**src/shared/sci_ctrl_pkg.sv**
```systemverilog
// Shared constants for the serial control-register block
// Functional notes
// - Echo mode feeds transmitter output into receiver
// - Unit off forces empty/done flags, masks tx
// - Length select picks eight or nine bit characters
// - One start, one stop; ten or eleven bits
// - Wake by address mark or idle line
// - Idle counting starts after start or stop
// - Parity bit occupies character MSB, checked on receive
// - Parity select chooses odd or even parity
// - Reset clears both first control registers
// - Request raised when flag and enable both set
// - Transmitter enable sends all-ones preamble first
// - Disabling transmitter finishes current character first
// - Re-enable mid-frame queues one idle character
// - Receiver disable keeps receiver flags intact
// - Standby masks receive requests, hardware wakes it
// - Break toggle sends break then one mark
// - Held break sends breaks back to back
// - Break before preamble replaces the preamble
// - Received ninth bit read-only, bit 8/7
// - Transmit ninth bit loads with data
// - Transmit ninth bit untouched by reset
// - Empty flag sets on hand-off, reset sets
// - Done flag tracks empty and idle transmitter
package sci_ctrl_pkg;
	localparam logic [2:0] ADDR_CTRL_ONE = 3'h0;
	localparam logic [2:0] ADDR_CTRL_TWO = 3'h1;
	localparam logic [2:0] ADDR_CTRL_THREE = 3'h2;
	localparam logic [2:0] ADDR_STATUS = 3'h3;
	localparam logic [2:0] ADDR_DATA = 3'h4;
	localparam logic [2:0] ADDR_BAUD = 3'h5;
	localparam int C1_ECHO = 7;
	localparam int C1_UNIT = 6;
	localparam int C1_LEN = 4;
	localparam int C1_ROUSE = 3;
	localparam int C1_QSTART = 2;
	localparam int C1_PAR = 1;
	localparam int C1_ODD = 0;
	localparam int C2_TXE_IE = 7;
	localparam int C2_TXD_IE = 6;
	localparam int C2_RXF_IE = 5;
	localparam int C2_Q_IE = 4;
	localparam int C2_TX_ON = 3;
	localparam int C2_RX_ON = 2;
	localparam int C2_STBY = 1;
	localparam int C2_BRK = 0;
	localparam int C3_RX9 = 7;
	localparam int C3_TX9 = 6;
	localparam int ST_TXE = 7;
	localparam int ST_TXD = 6;
	localparam int ST_RXF = 5;
	localparam int ST_QUIET = 4;
	localparam int ST_PAR = 0;
	localparam logic [7:0] CTRL_ONE_MASK = 8'hdf;
	localparam logic [7:0] CTRL_RST = 8'h00;
	localparam logic [7:0] BAUD_RST = 8'h00;
	localparam logic TX_EMPTY_RST = 1'b1;
	localparam logic [3:0] FRAME_SHORT = 4'ha;
	localparam logic [3:0] FRAME_LONG = 4'hb;
	localparam int OVERSAMPLE_SHIFT = 4;
endpackage
```
**src/design/sci_control_registers.sv**
```systemverilog
// Serial unit control registers with transmit and receive paths
module sci_control_registers
	import sci_ctrl_pkg::*;
(
	input wire logic core_clk,
	input wire logic rstn,
	input wire logic [2:0] addr,
	input wire logic [7:0] wdata,
	input wire logic wr,
	input wire logic rd,
	output logic [7:0] rdata,
	input wire logic rxd_pin,
	output logic txd_out,
	output logic txd_oe,
	output logic tx_irq,
	output logic rx_irq
);
	typedef enum logic [2:0] {
		RX_IDLE = 3'b001,
		RX_START = 3'b010,
		RX_DATA = 3'b100
	} rx_state_e;

	logic [7:0] ctrl_one_r;
	logic [7:0] ctrl_two_r;
	logic [7:0] baud_r;
	logic [7:0] tx_data_r;
	logic [7:0] rx_data_r;
	logic tx_ninth_r;
	logic rx_ninth_r;
	logic tx_empty_r;
	logic rx_full_r;
	logic quiet_r;
	logic par_bad_r;
	logic quiet_armed_r;
	logic [12:0] tx_div_r;
	logic rx_sync1_r;
	logic rx_sync2_r;
	rx_state_e rx_state_r;
	logic [12:0] rx_cnt_r;
	logic [3:0] rx_bits_r;
	logic [9:0] rx_sh_r;
	logic [3:0] quiet_cnt_r;

	logic internal_echo_sel;
	logic serial_unit_on;
	logic char_length_sel;
	logic rx_rouse_sel;
	logic quiet_count_start_sel;
	logic parity_on;
	logic parity_odd_sel;
	logic tx_on;
	logic rx_on;
	logic rx_standby;
	logic break_send;
	logic [12:0] period;
	logic [3:0] frame_len;
	logic tx_tick;
	logic tx_take;
	logic tx_busy;
	logic tx_queued;
	logic txd_line;
	logic tx_empty_flag;
	logic tx_done_flag;
	logic rx_en;
	logic rx_in;
	logic rx_sample;
	logic rx_done;
	logic [9:0] rx_full_frame;
	logic [7:0] rx_char;
	logic rx_msb;
	logic rx_par_fail;
	logic rx_accept;
	logic quiet_inc;
	logic quiet_hit;
	logic wake;
	logic data_rd;
	logic data_wr;

	function automatic logic [12:0] bit_period(input logic [7:0] div);
		bit_period = ({5'h00, div} + 13'h0001) << OVERSAMPLE_SHIFT;
	endfunction

	assign internal_echo_sel = ctrl_one_r[C1_ECHO];
	assign serial_unit_on = ctrl_one_r[C1_UNIT];
	assign char_length_sel = ctrl_one_r[C1_LEN];
	assign rx_rouse_sel = ctrl_one_r[C1_ROUSE];
	assign quiet_count_start_sel = ctrl_one_r[C1_QSTART];
	assign parity_on = ctrl_one_r[C1_PAR];
	assign parity_odd_sel = ctrl_one_r[C1_ODD];
	assign tx_on = ctrl_two_r[C2_TX_ON];
	assign rx_on = ctrl_two_r[C2_RX_ON];
	assign rx_standby = ctrl_two_r[C2_STBY];
	assign break_send = ctrl_two_r[C2_BRK];
	assign period = bit_period(baud_r);
	assign frame_len = char_length_sel ? FRAME_LONG : FRAME_SHORT;
	assign data_rd = rd && addr == ADDR_DATA;
	assign data_wr = wr && addr == ADDR_DATA;

	// Control registers; reserved bits never store so they read zero
	always_ff @(posedge core_clk or negedge rstn) begin
		if (!rstn) begin
			ctrl_one_r <= CTRL_RST;
		end else if (wr && addr == ADDR_CTRL_ONE) begin
			ctrl_one_r <= wdata & CTRL_ONE_MASK;
		end
	end

	always_ff @(posedge core_clk or negedge rstn) begin
		if (!rstn) begin
			ctrl_two_r <= CTRL_RST;
		end else begin
			if (wr && addr == ADDR_CTRL_TWO) begin
				ctrl_two_r <= wdata;
			end
			if (wake) begin
				ctrl_two_r[C2_STBY] <= 1'b0;
			end
		end
	end

	always_ff @(posedge core_clk or negedge rstn) begin
		if (!rstn) begin
			baud_r <= BAUD_RST;
		end else if (wr && addr == ADDR_BAUD) begin
			baud_r <= wdata;
		end
	end

	// No reset here: the ninth bits hold whatever they had
	always_ff @(posedge core_clk) begin
		if (wr && addr == ADDR_CTRL_THREE) begin
			tx_ninth_r <= wdata[C3_TX9];
		end
		if (rx_accept) begin
			rx_ninth_r <= rx_full_frame[8];
		end
	end

	always_ff @(posedge core_clk or negedge rstn) begin
		if (!rstn) begin
			tx_data_r <= 8'h00;
		end else if (data_wr) begin
			tx_data_r <= wdata;
		end
	end

	always_ff @(posedge core_clk or negedge rstn) begin
		if (!rstn) begin
			rx_data_r <= 8'h00;
		end else if (rx_accept) begin
			rx_data_r <= rx_char;
		end
	end

	// Transmit bit clock
	always_ff @(posedge core_clk or negedge rstn) begin
		if (!rstn) begin
			tx_div_r <= 13'h0000;
		end else if (!serial_unit_on || tx_div_r >= period - 13'h0001) begin
			tx_div_r <= 13'h0000;
		end else begin
			tx_div_r <= tx_div_r + 13'h0001;
		end
	end
	assign tx_tick = serial_unit_on && tx_div_r >= period - 13'h0001;

	sci_tx_engine u_tx (
		.core_clk(core_clk),
		.rstn(rstn),
		.bit_tick(tx_tick),
		.unit_on(serial_unit_on),
		.tx_on(tx_on),
		.break_send(break_send),
		.nine_bits(char_length_sel),
		.parity_on(parity_on),
		.parity_odd(parity_odd_sel),
		.data_ready(!tx_empty_r),
		.data(tx_data_r),
		.ninth(tx_ninth_r),
		.txd(txd_line),
		.take(tx_take),
		.busy(tx_busy),
		.queued(tx_queued)
	);

	assign txd_out = txd_line;
	assign txd_oe = serial_unit_on && (tx_on || tx_busy);

	// Set wins over the clear by a data write
	always_ff @(posedge core_clk or negedge rstn) begin
		if (!rstn) begin
			tx_empty_r <= TX_EMPTY_RST;
		end else if (tx_take || !serial_unit_on) begin
			tx_empty_r <= 1'b1;
		end else if (data_wr) begin
			tx_empty_r <= 1'b0;
		end
	end

	assign tx_empty_flag = tx_empty_r || !serial_unit_on;
	assign tx_done_flag = !serial_unit_on || (tx_empty_r && !tx_busy && !tx_queued);
	assign tx_irq = serial_unit_on && ((tx_empty_flag && ctrl_two_r[C2_TXE_IE])
		|| (tx_done_flag && ctrl_two_r[C2_TXD_IE]));

	// Receive pin synchroniser
	always_ff @(posedge core_clk or negedge rstn) begin
		if (!rstn) begin
			rx_sync1_r <= 1'b1;
			rx_sync2_r <= 1'b1;
		end else begin
			rx_sync1_r <= rxd_pin;
			rx_sync2_r <= rx_sync1_r;
		end
	end

	// The echo bypasses the pin synchroniser, so it is the raw transmit line
	assign rx_in = internal_echo_sel ? txd_line : rx_sync2_r;
	assign rx_en = serial_unit_on && rx_on;

	always_ff @(posedge core_clk or negedge rstn) begin
		if (!rstn) begin
			rx_state_r <= RX_IDLE;
			rx_cnt_r <= 13'h0000;
			rx_bits_r <= 4'h0;
			rx_sh_r <= 10'h000;
		end else if (!rx_en) begin
			rx_state_r <= RX_IDLE;
			rx_cnt_r <= 13'h0000;
		end else begin
			unique case (rx_state_r)
				RX_IDLE: begin
					if (!rx_in) begin
						rx_state_r <= RX_START;
						rx_cnt_r <= period >> 1;
					end else if (rx_cnt_r == 13'h0000) begin
						rx_cnt_r <= period - 13'h0001;
					end else begin
						rx_cnt_r <= rx_cnt_r - 13'h0001;
					end
				end
				RX_START: begin
					if (rx_cnt_r != 13'h0000) begin
						rx_cnt_r <= rx_cnt_r - 13'h0001;
					end else if (rx_in) begin
						rx_state_r <= RX_IDLE;
					end else begin
						rx_state_r <= RX_DATA;
						rx_cnt_r <= period - 13'h0001;
						rx_bits_r <= frame_len - 4'h1;
					end
				end
				RX_DATA: begin
					if (rx_cnt_r != 13'h0000) begin
						rx_cnt_r <= rx_cnt_r - 13'h0001;
					end else begin
						rx_sh_r <= {rx_in, rx_sh_r[9:1]};
						rx_bits_r <= rx_bits_r - 4'h1;
						rx_cnt_r <= period - 13'h0001;
						if (rx_bits_r == 4'h1) begin
							rx_state_r <= RX_IDLE;
						end
					end
				end
			endcase
		end
	end

	assign rx_sample = rx_en && rx_state_r == RX_DATA && rx_cnt_r == 13'h0000;
	assign rx_done = rx_sample && rx_bits_r == 4'h1;
	assign rx_full_frame = {rx_in, rx_sh_r[9:1]};
	assign rx_char = char_length_sel ? rx_full_frame[7:0] : rx_full_frame[8:1];
	assign rx_msb = rx_full_frame[8];
	assign rx_par_fail = (char_length_sel ? ^rx_full_frame[8:0] : ^rx_full_frame[8:1])
		!= parity_odd_sel;
	assign rx_accept = rx_done && (!rx_standby || (rx_rouse_sel && rx_msb));

	// Stop bit is only counted when counting starts after the start bit
	assign quiet_inc = rx_en && rx_in && ((rx_state_r == RX_IDLE && rx_cnt_r == 13'h0000)
		|| (rx_sample && !quiet_count_start_sel));
	assign quiet_hit = quiet_inc && quiet_cnt_r == frame_len - 4'h1;

	always_ff @(posedge core_clk or negedge rstn) begin
		if (!rstn) begin
			quiet_cnt_r <= 4'h0;
		end else if (!rx_en || (rx_state_r != RX_IDLE && !quiet_count_start_sel && !rx_in)
			|| rx_state_r == RX_START || (rx_sample && quiet_count_start_sel)) begin
			quiet_cnt_r <= 4'h0;
		end else if (quiet_inc && quiet_cnt_r < frame_len) begin
			quiet_cnt_r <= quiet_cnt_r + 4'h1;
		end
	end

	assign wake = rx_standby && ((rx_rouse_sel && rx_done && rx_msb)
		|| (!rx_rouse_sel && quiet_hit));

	// Idle flag needs a fresh character before it can fire again
	always_ff @(posedge core_clk or negedge rstn) begin
		if (!rstn) begin
			quiet_armed_r <= 1'b0;
		end else if (rx_accept) begin
			quiet_armed_r <= 1'b1;
		end else if (quiet_hit || data_rd) begin
			quiet_armed_r <= 1'b0;
		end
	end

	// Receiver flags: a set beats a data read clear; disabling leaves them
	always_ff @(posedge core_clk or negedge rstn) begin
		if (!rstn) begin
			rx_full_r <= 1'b0;
			quiet_r <= 1'b0;
			par_bad_r <= 1'b0;
		end else begin
			if (rx_accept) begin
				rx_full_r <= 1'b1;
			end else if (data_rd) begin
				rx_full_r <= 1'b0;
			end
			if (quiet_hit && quiet_armed_r && !rx_standby) begin
				quiet_r <= 1'b1;
			end else if (data_rd) begin
				quiet_r <= 1'b0;
			end
			if (rx_accept && parity_on && rx_par_fail) begin
				par_bad_r <= 1'b1;
			end else if (data_rd) begin
				par_bad_r <= 1'b0;
			end
		end
	end

	assign rx_irq = !rx_standby && ((rx_full_r && ctrl_two_r[C2_RXF_IE])
		|| (quiet_r && ctrl_two_r[C2_Q_IE]));

	always_ff @(posedge core_clk or negedge rstn) begin
		if (!rstn) begin
			rdata <= 8'h00;
		end else if (rd) begin
			unique case (addr)
				ADDR_CTRL_ONE: rdata <= ctrl_one_r;
				ADDR_CTRL_TWO: rdata <= ctrl_two_r;
				ADDR_CTRL_THREE: begin
					rdata <= 8'h00;
					rdata[C3_RX9] <= rx_ninth_r;
					rdata[C3_TX9] <= tx_ninth_r;
				end
				ADDR_STATUS: begin
					rdata <= 8'h00;
					rdata[ST_TXE] <= tx_empty_flag;
					rdata[ST_TXD] <= tx_done_flag;
					rdata[ST_RXF] <= rx_full_r;
					rdata[ST_QUIET] <= quiet_r;
					rdata[ST_PAR] <= par_bad_r;
				end
				ADDR_DATA: rdata <= rx_data_r;
				ADDR_BAUD: rdata <= baud_r;
				default: rdata <= 8'h00;
			endcase
		end else begin
			rdata <= 8'h00;
		end
	end

	// A start bit on the transmit line must reach the receiver, whatever the pin shows
	property p_echo;
		@(posedge core_clk) disable iff (!rstn)
		internal_echo_sel && rx_en && rx_state_r == RX_IDLE && !txd_line
		|=> rx_state_r == RX_START;
	endproperty
	a_echo: assert property (p_echo) else $error("echo path not taken");

	property p_unit_off;
		@(posedge core_clk) disable iff (!rstn)
		!serial_unit_on |=> tx_empty_r;
	endproperty
	a_unit_off: assert property (p_unit_off) else $error("unit off flags wrong");

	property p_off_mask;
		@(posedge core_clk) disable iff (!rstn)
		!serial_unit_on |-> tx_empty_flag && tx_done_flag && !tx_irq;
	endproperty
	a_off_mask: assert property (p_off_mask) else $error("tx request while off");

	property p_frame_len;
		@(posedge core_clk) disable iff (!rstn)
		rx_en && rx_state_r == RX_START && rx_cnt_r == 13'h0000 && !rx_in
		|=> rx_bits_r == (char_length_sel ? 4'ha : 4'h9);
	endproperty
	a_frame_len: assert property (p_frame_len) else $error("bad frame length");

	property p_reset;
		@(posedge core_clk) disable iff (!rstn)
		$rose(rstn) |-> ctrl_one_r == 8'h00 && ctrl_two_r == 8'h00;
	endproperty
	a_reset: assert property (p_reset) else $error("control not cleared");

	property p_write;
		@(posedge core_clk) disable iff (!rstn)
		wr && addr == ADDR_CTRL_ONE |=> ctrl_one_r == ($past(wdata) & 8'hdf);
	endproperty
	a_write: assert property (p_write) else $error("write not applied");

	property p_rx_req;
		@(posedge core_clk) disable iff (!rstn)
		rx_accept && !rx_standby && ctrl_two_r[C2_RXF_IE] && !wr |=> rx_irq;
	endproperty
	a_rx_req: assert property (p_rx_req) else $error("missing rx request");

	property p_wake;
		@(posedge core_clk) disable iff (!rstn)
		rx_standby && rx_rouse_sel && rx_done && rx_msb |=> !rx_standby;
	endproperty
	a_wake: assert property (p_wake) else $error("standby not cleared");

	property p_take;
		@(posedge core_clk) disable iff (!rstn)
		tx_take |=> tx_empty_r && tx_busy;
	endproperty
	a_take: assert property (p_take) else $error("empty flag not set");

	property p_parity;
		@(posedge core_clk) disable iff (!rstn)
		rx_accept && parity_on && rx_par_fail |=> par_bad_r;
	endproperty
	a_parity: assert property (p_parity) else $error("parity error missed");

	property p_done;
		@(posedge core_clk) disable iff (!rstn)
		serial_unit_on && (tx_busy || tx_queued) |-> !tx_done_flag;
	endproperty
	a_done: assert property (p_done) else $error("done while sending");

	c_rx_char: cover property (@(posedge core_clk) disable iff (!rstn) rx_accept);
	c_break: cover property (@(posedge core_clk) disable iff (!rstn) break_send && tx_busy);
	c_quiet: cover property (@(posedge core_clk) disable iff (!rstn) $rose(quiet_r));
	c_wake: cover property (@(posedge core_clk) disable iff (!rstn) wake);
endmodule

```
**src/design/sci_tx_engine.sv**
```systemverilog
// Transmit shifter for preamble, break and data frames
module sci_tx_engine
	import sci_ctrl_pkg::*;
(
	input wire logic core_clk,
	input wire logic rstn,
	input wire logic bit_tick,
	input wire logic unit_on,
	input wire logic tx_on,
	input wire logic break_send,
	input wire logic nine_bits,
	input wire logic parity_on,
	input wire logic parity_odd,
	input wire logic data_ready,
	input wire logic [7:0] data,
	input wire logic ninth,
	output logic txd,
	output logic take,
	output logic busy,
	output logic queued
);
	logic [10:0] sh_r;
	logic [3:0] left_r;
	logic pend_idle_r;
	logic owe_one_r;
	logic on_seen_r;
	logic [3:0] frame_len;
	logic launch;
	logic par8;
	logic par9;
	logic [10:0] data_frame;

	assign frame_len = nine_bits ? FRAME_LONG : FRAME_SHORT;
	// A new frame is chosen as the last bit ends, so frames run back to back
	assign launch = bit_tick && left_r <= 4'h1;
	assign par9 = ^data ^ parity_odd;
	assign par8 = ^data[6:0] ^ parity_odd;
	assign txd = sh_r[0];
	assign busy = left_r != 4'h0;
	assign queued = pend_idle_r | (tx_on & break_send);
	assign take = launch && tx_on && !break_send && !owe_one_r && !pend_idle_r && data_ready;

	always_comb begin
		if (nine_bits) begin
			data_frame = {1'b1, parity_on ? par9 : ninth, data, 1'b0};
		end else begin
			data_frame = {2'b11, parity_on ? par8 : data[7], data[6:0], 1'b0};
		end
	end

	always_ff @(posedge core_clk or negedge rstn) begin
		if (!rstn) begin
			on_seen_r <= 1'b0;
		end else begin
			on_seen_r <= tx_on;
		end
	end

	always_ff @(posedge core_clk or negedge rstn) begin
		if (!rstn) begin
			pend_idle_r <= 1'b0;
		end else if (!unit_on) begin
			pend_idle_r <= 1'b0;
		end else if (tx_on && !on_seen_r) begin
			pend_idle_r <= 1'b1;
		end else if (launch && tx_on && (break_send || !owe_one_r)) begin
			pend_idle_r <= 1'b0;
		end
	end

	always_ff @(posedge core_clk or negedge rstn) begin
		if (!rstn) begin
			sh_r <= '1;
			left_r <= 4'h0;
			owe_one_r <= 1'b0;
		end else if (!unit_on) begin
			sh_r <= '1;
			left_r <= 4'h0;
			owe_one_r <= 1'b0;
		end else if (launch) begin
			if (!tx_on) begin
				sh_r <= '1;
				left_r <= 4'h0;
			end else if (break_send) begin
				sh_r <= '0;
				left_r <= frame_len;
				owe_one_r <= 1'b1;
			end else if (owe_one_r) begin
				sh_r <= '1;
				left_r <= 4'h1;
				owe_one_r <= 1'b0;
			end else if (pend_idle_r) begin
				sh_r <= '1;
				left_r <= frame_len;
			end else if (data_ready) begin
				sh_r <= data_frame;
				left_r <= frame_len;
			end else begin
				sh_r <= '1;
				left_r <= 4'h0;
			end
		end else if (bit_tick && left_r > 4'h1) begin
			sh_r <= {1'b1, sh_r[10:1]};
			left_r <= left_r - 4'h1;
		end
	end
endmodule

```
**config.mk**
```make
export PLATFORM = sky130hd
export DESIGN_NAME = sci_control_registers
export DESIGN_NICKNAME = d
export VERILOG_FILES = /design/src/shared/sci_ctrl_pkg.sv /design/src/design/sci_control_registers.sv /design/src/design/sci_tx_engine.sv
export SDC_FILE = /design/constraint.sdc
export NUM_CORES = 1
export LEC_CHECK = 0
export ABC_AREA = 1
export BUFFER_PORTS_ARGS = -buffer_cell sky130_fd_sc_hd__buf_2
export CAP_MARGIN = 10
export CORE_ASPECT_RATIO = 0.8
export CORE_UTILIZATION = 40
export DETAILED_ROUTE_END_ITERATION = 7
export PLACE_DENSITY_LB_ADDON = 0.25
export SKIP_CTS_REPAIR_TIMING = 1
export SLEW_MARGIN = 20
export SYNTH_ARGS = -nofsm -noshare
export SYNTH_HDL_FRONTEND = slang
export SYNTH_SLANG_ARGS = --single-unit
export TNS_END_PERCENT = 30
```
**constraint.sdc**
```tcl
create_clock -name core_clk -period 6.4 [get_ports core_clk]
set_input_delay 0.96 -clock core_clk [delete_from_list [all_inputs] [get_ports core_clk]]
set_output_delay 0.96 -clock core_clk [all_outputs]
set_load 0.02 [all_outputs]
```
* Word-level counts from Yosys, hierarchy flattened
Index checks and enable logic that the tools add are counted.
** Storage, ports and cells
- Flip-flop bits (word level) :: 121
- Bits in latches :: 0
- RAM bits :: 0
- Memory bits (read-only) :: 0
- Input bits :: 16
- Output and inout port bits :: 12
- Logic and storage cells :: 227
- Memories :: 0
** Cells by class
- $add $sub $neg :: 8
- Multiply operators :: 0
- Div/mod/pow operators :: 0
- Order comparisons :: 4
- Equal/unequal tests :: 24
- Shift-type cells :: 0
- Mux-type cells :: 63
- Bitwise gates (word level) :: 5
- Reductions and logical operators :: 96
** Operators with widths (number)
- two-way mux 13 bit :: 7
- two-way mux 11 bit :: 8
- two-way mux 4 bit :: 13
- logical AND 1 bit :: 48
- case mux 8 bit (6 select lines) :: 1
- case mux 13 bit (3 select lines) :: 1
- subtractor 13 x 1 -> 13 bit, second input constant :: 2
- two-way mux 1 bit :: 21
- two-way mux 3 bit :: 6
- two-way mux 8 bit :: 2
- nonzero test 2 bit :: 8
- XOR reduction 8 bit :: 2
- logical OR 1 bit :: 15
- adder 13 x 1 -> 13 bit, second input constant :: 1
- >= comparator 13 bit :: 1
- zero test 1 bit :: 13
- zero test 13 bit :: 1
- nonzero test 13 bit :: 1
- != test 3 bit, second input constant :: 4
- subtractor 4 x 1 -> 4 bit, second input constant :: 3
- two-way mux 10 bit :: 1
- adder 8 x 1 -> 9 bit, second input constant :: 1
- == test 3 x 2 -> 1 bit, second input constant :: 3
- == test 3 bit, second input constant :: 3
- 27 further kinds :: 34

* Longest topological paths before layout
- Depth after elaboration :: 12
- Depth in mapped cells :: 21
- Mapped depth without buffers :: 21

* Hierarchy
A second synthesis with hierarchy kept.
** Second synthesis, totals
- Cell total of the unflattened synthesis :: 911
- Area, all modules :: 7008.0 sq um
** By module, submodules not included
- sci_control_registers :: instances 1, cells each 746, area an instance 5780.5 sq um, sequential area each 2567.5 sq um
- sci_tx_engine :: instances 1, cells each 165, area an instance 1227.4 sq um, sequential area each 464.2 sq um

* Least setup slack after synthesis
No wires, ideal clock.
- Kind :: register to register
- From :: reg baud_r[1]
- To :: reg u_tx.sh_r[7]
- Library setup time :: 60 ps
- Arrival time :: 2919 ps
- Required time :: 6340 ps
- Path slack :: 3420 ps
- Cell stages (with the launch flop) :: 18
- Path buffers :: 1
- Period minus slack after synthesis :: 2980 ps
- Cell sequence :: dfrtp_1 > ha_1 > nand3_1 > xor2_1 > nand4_1 > nor2_1 > nand3b_1 > and2_1 > ha_1 > a21o_1 > nor2_1 > nand4_4 > nand3_2 > buf_2 > nand2_1 > nand3_1 > nand2_1 > nand2_1
** Between the ends
- Cells in the longest elaborated chain, start to end :: 7
- Elaborated cells on any way between the ends :: 9
- Those cells by class :: 2 x add/sub; 1 x order compare; 1 x eq/ne; 2 x mux; 3 x reduce/logical
** Ends and longest elaborated chain
- start, declared :: RTL line sci_control_registers.sv:26 : logic [7:0] baud_r;
- start signal, assigned :: RTL line sci_control_registers.sv:126 : baud_r <= wdata;
- adder 8 x 1 -> 9 bit * :: RTL line sci_control_registers.sv:81 : bit_period = ({5'h00, div} + 13'h0001) << OVERSAMPLE_SHIFT;
- subtractor 13 x 1 -> 13 bit * :: RTL line sci_control_registers.sv:166 : assign tx_tick = serial_unit_on && tx_div_r >= period - 13'h0001;
- >= comparator 13 bit * :: RTL line sci_control_registers.sv:166
- logical AND 1 bit * :: RTL line sci_control_registers.sv:166
- logical AND 1 bit :: RTL line sci_tx_engine.sv:35 : assign launch = bit_tick && left_r <= 4'h1;
- two-way mux 11 bit :: RTL line sci_tx_engine.sv:80 : end else if (launch) begin
- two-way mux 11 bit :: RTL line sci_tx_engine.sv:76 : end else if (!unit_on) begin
- end signal, assigned :: RTL line sci_tx_engine.sv:96 : sh_r <= data_frame;
- end signal, assigned :: RTL line sci_tx_engine.sv:103 : sh_r <= {1'b1, sh_r[10:1]};
- end, declared :: RTL line sci_tx_engine.sv:22 : logic [10:0] sh_r;
Every way passes the cells marked *; elsewhere a longest branch is shown, timed or not.
A chain may end at the register's enable or synchronous reset.

* Final worst setup path
- From :: reg baud_r[0]
- To :: reg u_tx.pend_idle_r
** Between the ends
- Cells in the longest elaborated chain, start to end :: 8
** Ends and longest elaborated chain
- adder 8 x 1 -> 9 bit :: RTL line sci_control_registers.sv:81
- subtractor 13 x 1 -> 13 bit :: RTL line sci_control_registers.sv:166
- >= comparator 13 bit :: RTL line sci_control_registers.sv:166
- logical AND 1 bit :: RTL line sci_control_registers.sv:166
- logical AND 1 bit :: RTL line sci_tx_engine.sv:35
- logical AND 1 bit (2 in series) :: RTL line sci_tx_engine.sv:66 : end else if (launch && tx_on && (break_send || !owe_one_r)) begin
- != test 3 x 1 -> 1 bit (no source line)
- end signal, assigned :: RTL line sci_tx_engine.sv:63 : pend_idle_r <= 1'b0;
- end signal, assigned :: RTL line sci_tx_engine.sv:65 : pend_idle_r <= 1'b1;
- end signal, assigned :: RTL line sci_tx_engine.sv:67 : pend_idle_r <= 1'b0;
- end, declared :: RTL line sci_tx_engine.sv:24 : logic pend_idle_r;
Every way passes these cells.

==> metrics.cfg <==
[sta]
max_freq_mhz = 254
period_share = 0.616
post-route-min-period_ns = 3.94
tns_ns = 0
relSlewSlack = 0.461
fin_ws_ns = 2.46
slew_violations = 0
clock_skew_ns = 0.0108
finalSetupViolCount = 0
worst_slew_pin_slew_ns = 0.809
grt_setup_unrepaired = false
hold_viol = 0

[power]
power.leakage_nw = 3.95
peakVddDrop_mv = 0.187
p_clk_frac = 0.388
p_comb_frac = 0.249
seqPwrFrac = 0.363
cellPowerDensity_mw_per_mm2 = 317
power_w = 0.00253
cell_internal_pwr_w = 0.00167
p_switching_w = 0.000860
sw_frac_of_total = 0.340

[clock_tree]
clk_latency_ns = 0.42
htreeDepth = 4
cts_tree = yes
numCtsBuffers = 17
clock_tree.root_cell = clkbuf_16
clkTransAtPathRegs_ns = 0.06
cts_sinks = 120
cts.path.max_buffers = 2

[synthesis]
syn-num-nets = 958
synth_flop_cell = dfrtp_1
yosysWarnings = 0
syn_area_per_cell_sq_um = 7.63
synth_async_sr_flop_share = 0.983
synth.distinct_cells = 53
synthesis.area_sq_mm = 0.00704
syn-instance-count = 923
yosysSeqAreaShare = 0.430
synth_edf_count = 2
yosys_register_bits = 120

[global_route]
grt_usage = 0.207
grt_pass1_vias = 5729
grt_max_degree = 64
use_met2 = 0.298
grt_first_pass_wirelength_mm = 28.9
grt-ovfl-total = 0
gr-max-usage-layer = met1
use_met3 = 0.0464
grtUsageMet1 = 0.302
antenna_found_initial = 0

[drt]
drtIter0Drc = 566
vias = 6023
drc = 0
vias_per_cell = 5.05
postRouteWirelength_mm = 17.1
firstDrtPassIters = 5
ant_nets = 0
wl_per_cell_um = 14.4

[layout]
area_growth_pct = 13.4
final_cell_mix = nand2_1 (258), inv_1 (125), dfrtp_1 (103)
n_antenna_cell = 0
stdcell_count = 1192
fin_nets = 989
final_layout_size_suffix_gt1_frac = 0.107
final_common_cell = nand2_1

[worst_setup_path]
path_delay_family = simple AND/OR/NAND/NOR gates
max_stage_delay_ns = 0.57
crit_fanout = 14
crit_arrival_ns = 4.22
crit_required_ns = 6.68
path_buf_inv = 0
crit_top_cell = nand2_1
cp-end-kind = flop
crit_slowest_cell = dfrtp_1
crit_type = reg2reg
cp-start-kind = flop
path_cells = ha_1 -> nand3_1 -> xor2_1 -> nand4_1 -> nor2_1 -> nand3b_1 -> and2_1 -> ha_1 -> nand2_1 -> nor2_1 -> and2_1 -> nand2_1 -> nand4_4 -> nand3_2 -> nor2_2 -> nand2_1 -> nand2_1 -> a21oi_1

[placed_design]
portBuffers = 27
post-dp-hpwl_mm = 12.7
pre_cts_slack_ns = 2.48
dp.cells = 1160
gp_congestion = 0.897

[floorplan]
dieWidth_um = 150
initial_core_util = 0.408
pin_count = 28
die_y_um = 121
coreArea_sq_mm = 0.0173
dieArea_sq_mm = 0.0181
num_rows = 43

[min_path]
holdCritPathClass = reg2reg

[run_status]
outcome = finished, final reports clean

[job]
maxCapViolCount = 0

## Yosys cell counts (10+ instances only)
cell | instances | area share
a21oi_1 | 23 | 0.016
dfrtp_1 | 103 | 0.37
dfstp_2 | 15 | 0.056
ha_1 | 19 | 0.034
inv_1 | 125 | 0.067
nand2_1 | 258 | 0.14
nand3_1 | 58 | 0.041
nor2_1 | 74 | 0.039
nor3_1 | 11 | 0.0078
o21ai_0 | 88 | 0.063
o22ai_1 | 10 | 0.0089
xnor2_1 | 11 | 0.014
xor2_1 | 25 | 0.031
## metrics by stage
| step | util | hold slack (ns) | instance area [sq um] |
|---|---|---|---|
| after floorplan | - | 0.345 | 7040 |
| after global placement | 0.428 | 0.347 | 7380 |
| after detailed placement | 0.428 | 0.350 | 7380 |
| after CTS | 0.463 | 0.365 | 7990 |
| after global routing | 0.463 | 0.368 | 7990 |
| final | 0.463 | 0.361 | 7990 |
## worst paths after layout
kind | from | endpoint | slack (ns) | depth (start not counted)
setup / recovery | baud_r[0]$_DFFE_PN0P_ | u_tx.pend_idle_r$_DFFE_PN0P_ | 2.46 | 18
hold / removal | rx_sync1_r$_DFF_PN1_ | rx_sync2_r$_DFF_PN1_ | 0.36 | 0
setup reg to reg | baud_r[0]$_DFFE_PN0P_ | u_tx.pend_idle_r$_DFFE_PN0P_ | 2.46 | 18
hold reg to reg | rx_sync1_r$_DFF_PN1_ | rx_sync2_r$_DFF_PN1_ | 0.36 | 0
max in group asynchronous | rstn | rdata[4]$_DFF_PN0_ | 4.53 | 2
min in group asynchronous | rstn | tx_div_r[3]$_DFF_PN0_ | 0.64 | 1
## per-layer routing
metal	share of wire	wire length, um
met1	0.52	8840
met2	0.42	7160
met3	0.050	861
met4	0.016	275
met5	0	0
## power groups by stage
stage	combinational (W)	sequential, W	clock, W
2_1_floorplan	0.000480	0.000898	0
3_3_place_gp	0.000624	0.000929	0
3_5_place_dp	0.000624	0.000930	0
4_1_cts	0.000629	0.000919	0.000997
5_1_grt	0.000716	0.000931	0.00103
6_report	0.000632	0.000919	0.000983
## worst register-to-register path, stage by stage, from the launching register on
cell and delay, ns:
dfrtp_1 0.57, ha_1 0.28, nand3_1 0.15, xor2_1 0.27
nand4_1 0.19, nor2_1 0.21, nand3b_1 0.12, and2_1 0.17
ha_1 0.33, nand2_1 0.06, nor2_1 0.13, and2_1 0.14
nand2_1 0.09, nand4_4 0.14, nand3_2 0.26, nor2_2 0.46
nand2_1 0.09, nand2_1 0.07, a21oi_1 0.07
## kinds of logic after synthesis
family | synth area share
AOI/OAI and AO/OA | 0.125
xor gates and xnor gates | 0.0556
adders and majority gates | 0.0337
buffers and inverters | 0.0806
DFF | 0.430
and+or+nand+nor | 0.275
## state kept, by name, indices dropped and copies added, names as in the netlist, 4 cells and up
signal,count
tx_div_r,13
u_tx.left_r,4
ctrl_one_r,7
rx_cnt_r,13
rx_bits_r,4
rx_sh_r,9
rx_data_r,8
ctrl_two_r,8
quiet_cnt_r,4
u_tx.sh_r,11
baud_r,8
rdata,8
tx_data_r,8
## area by class of cell
cell class | count | area (sq um)
tap | 225 | 282
multi-input combinational | 659 | 3440
clock inverter | 11 | 148
clock buffer | 21 | 460
inverter | 128 | 480
sequential | 120 | 3030
timing repair buffer | 28 | 145
fill | 1703 | 9280
No activity file was read; power rests on OpenSTA's default activity.
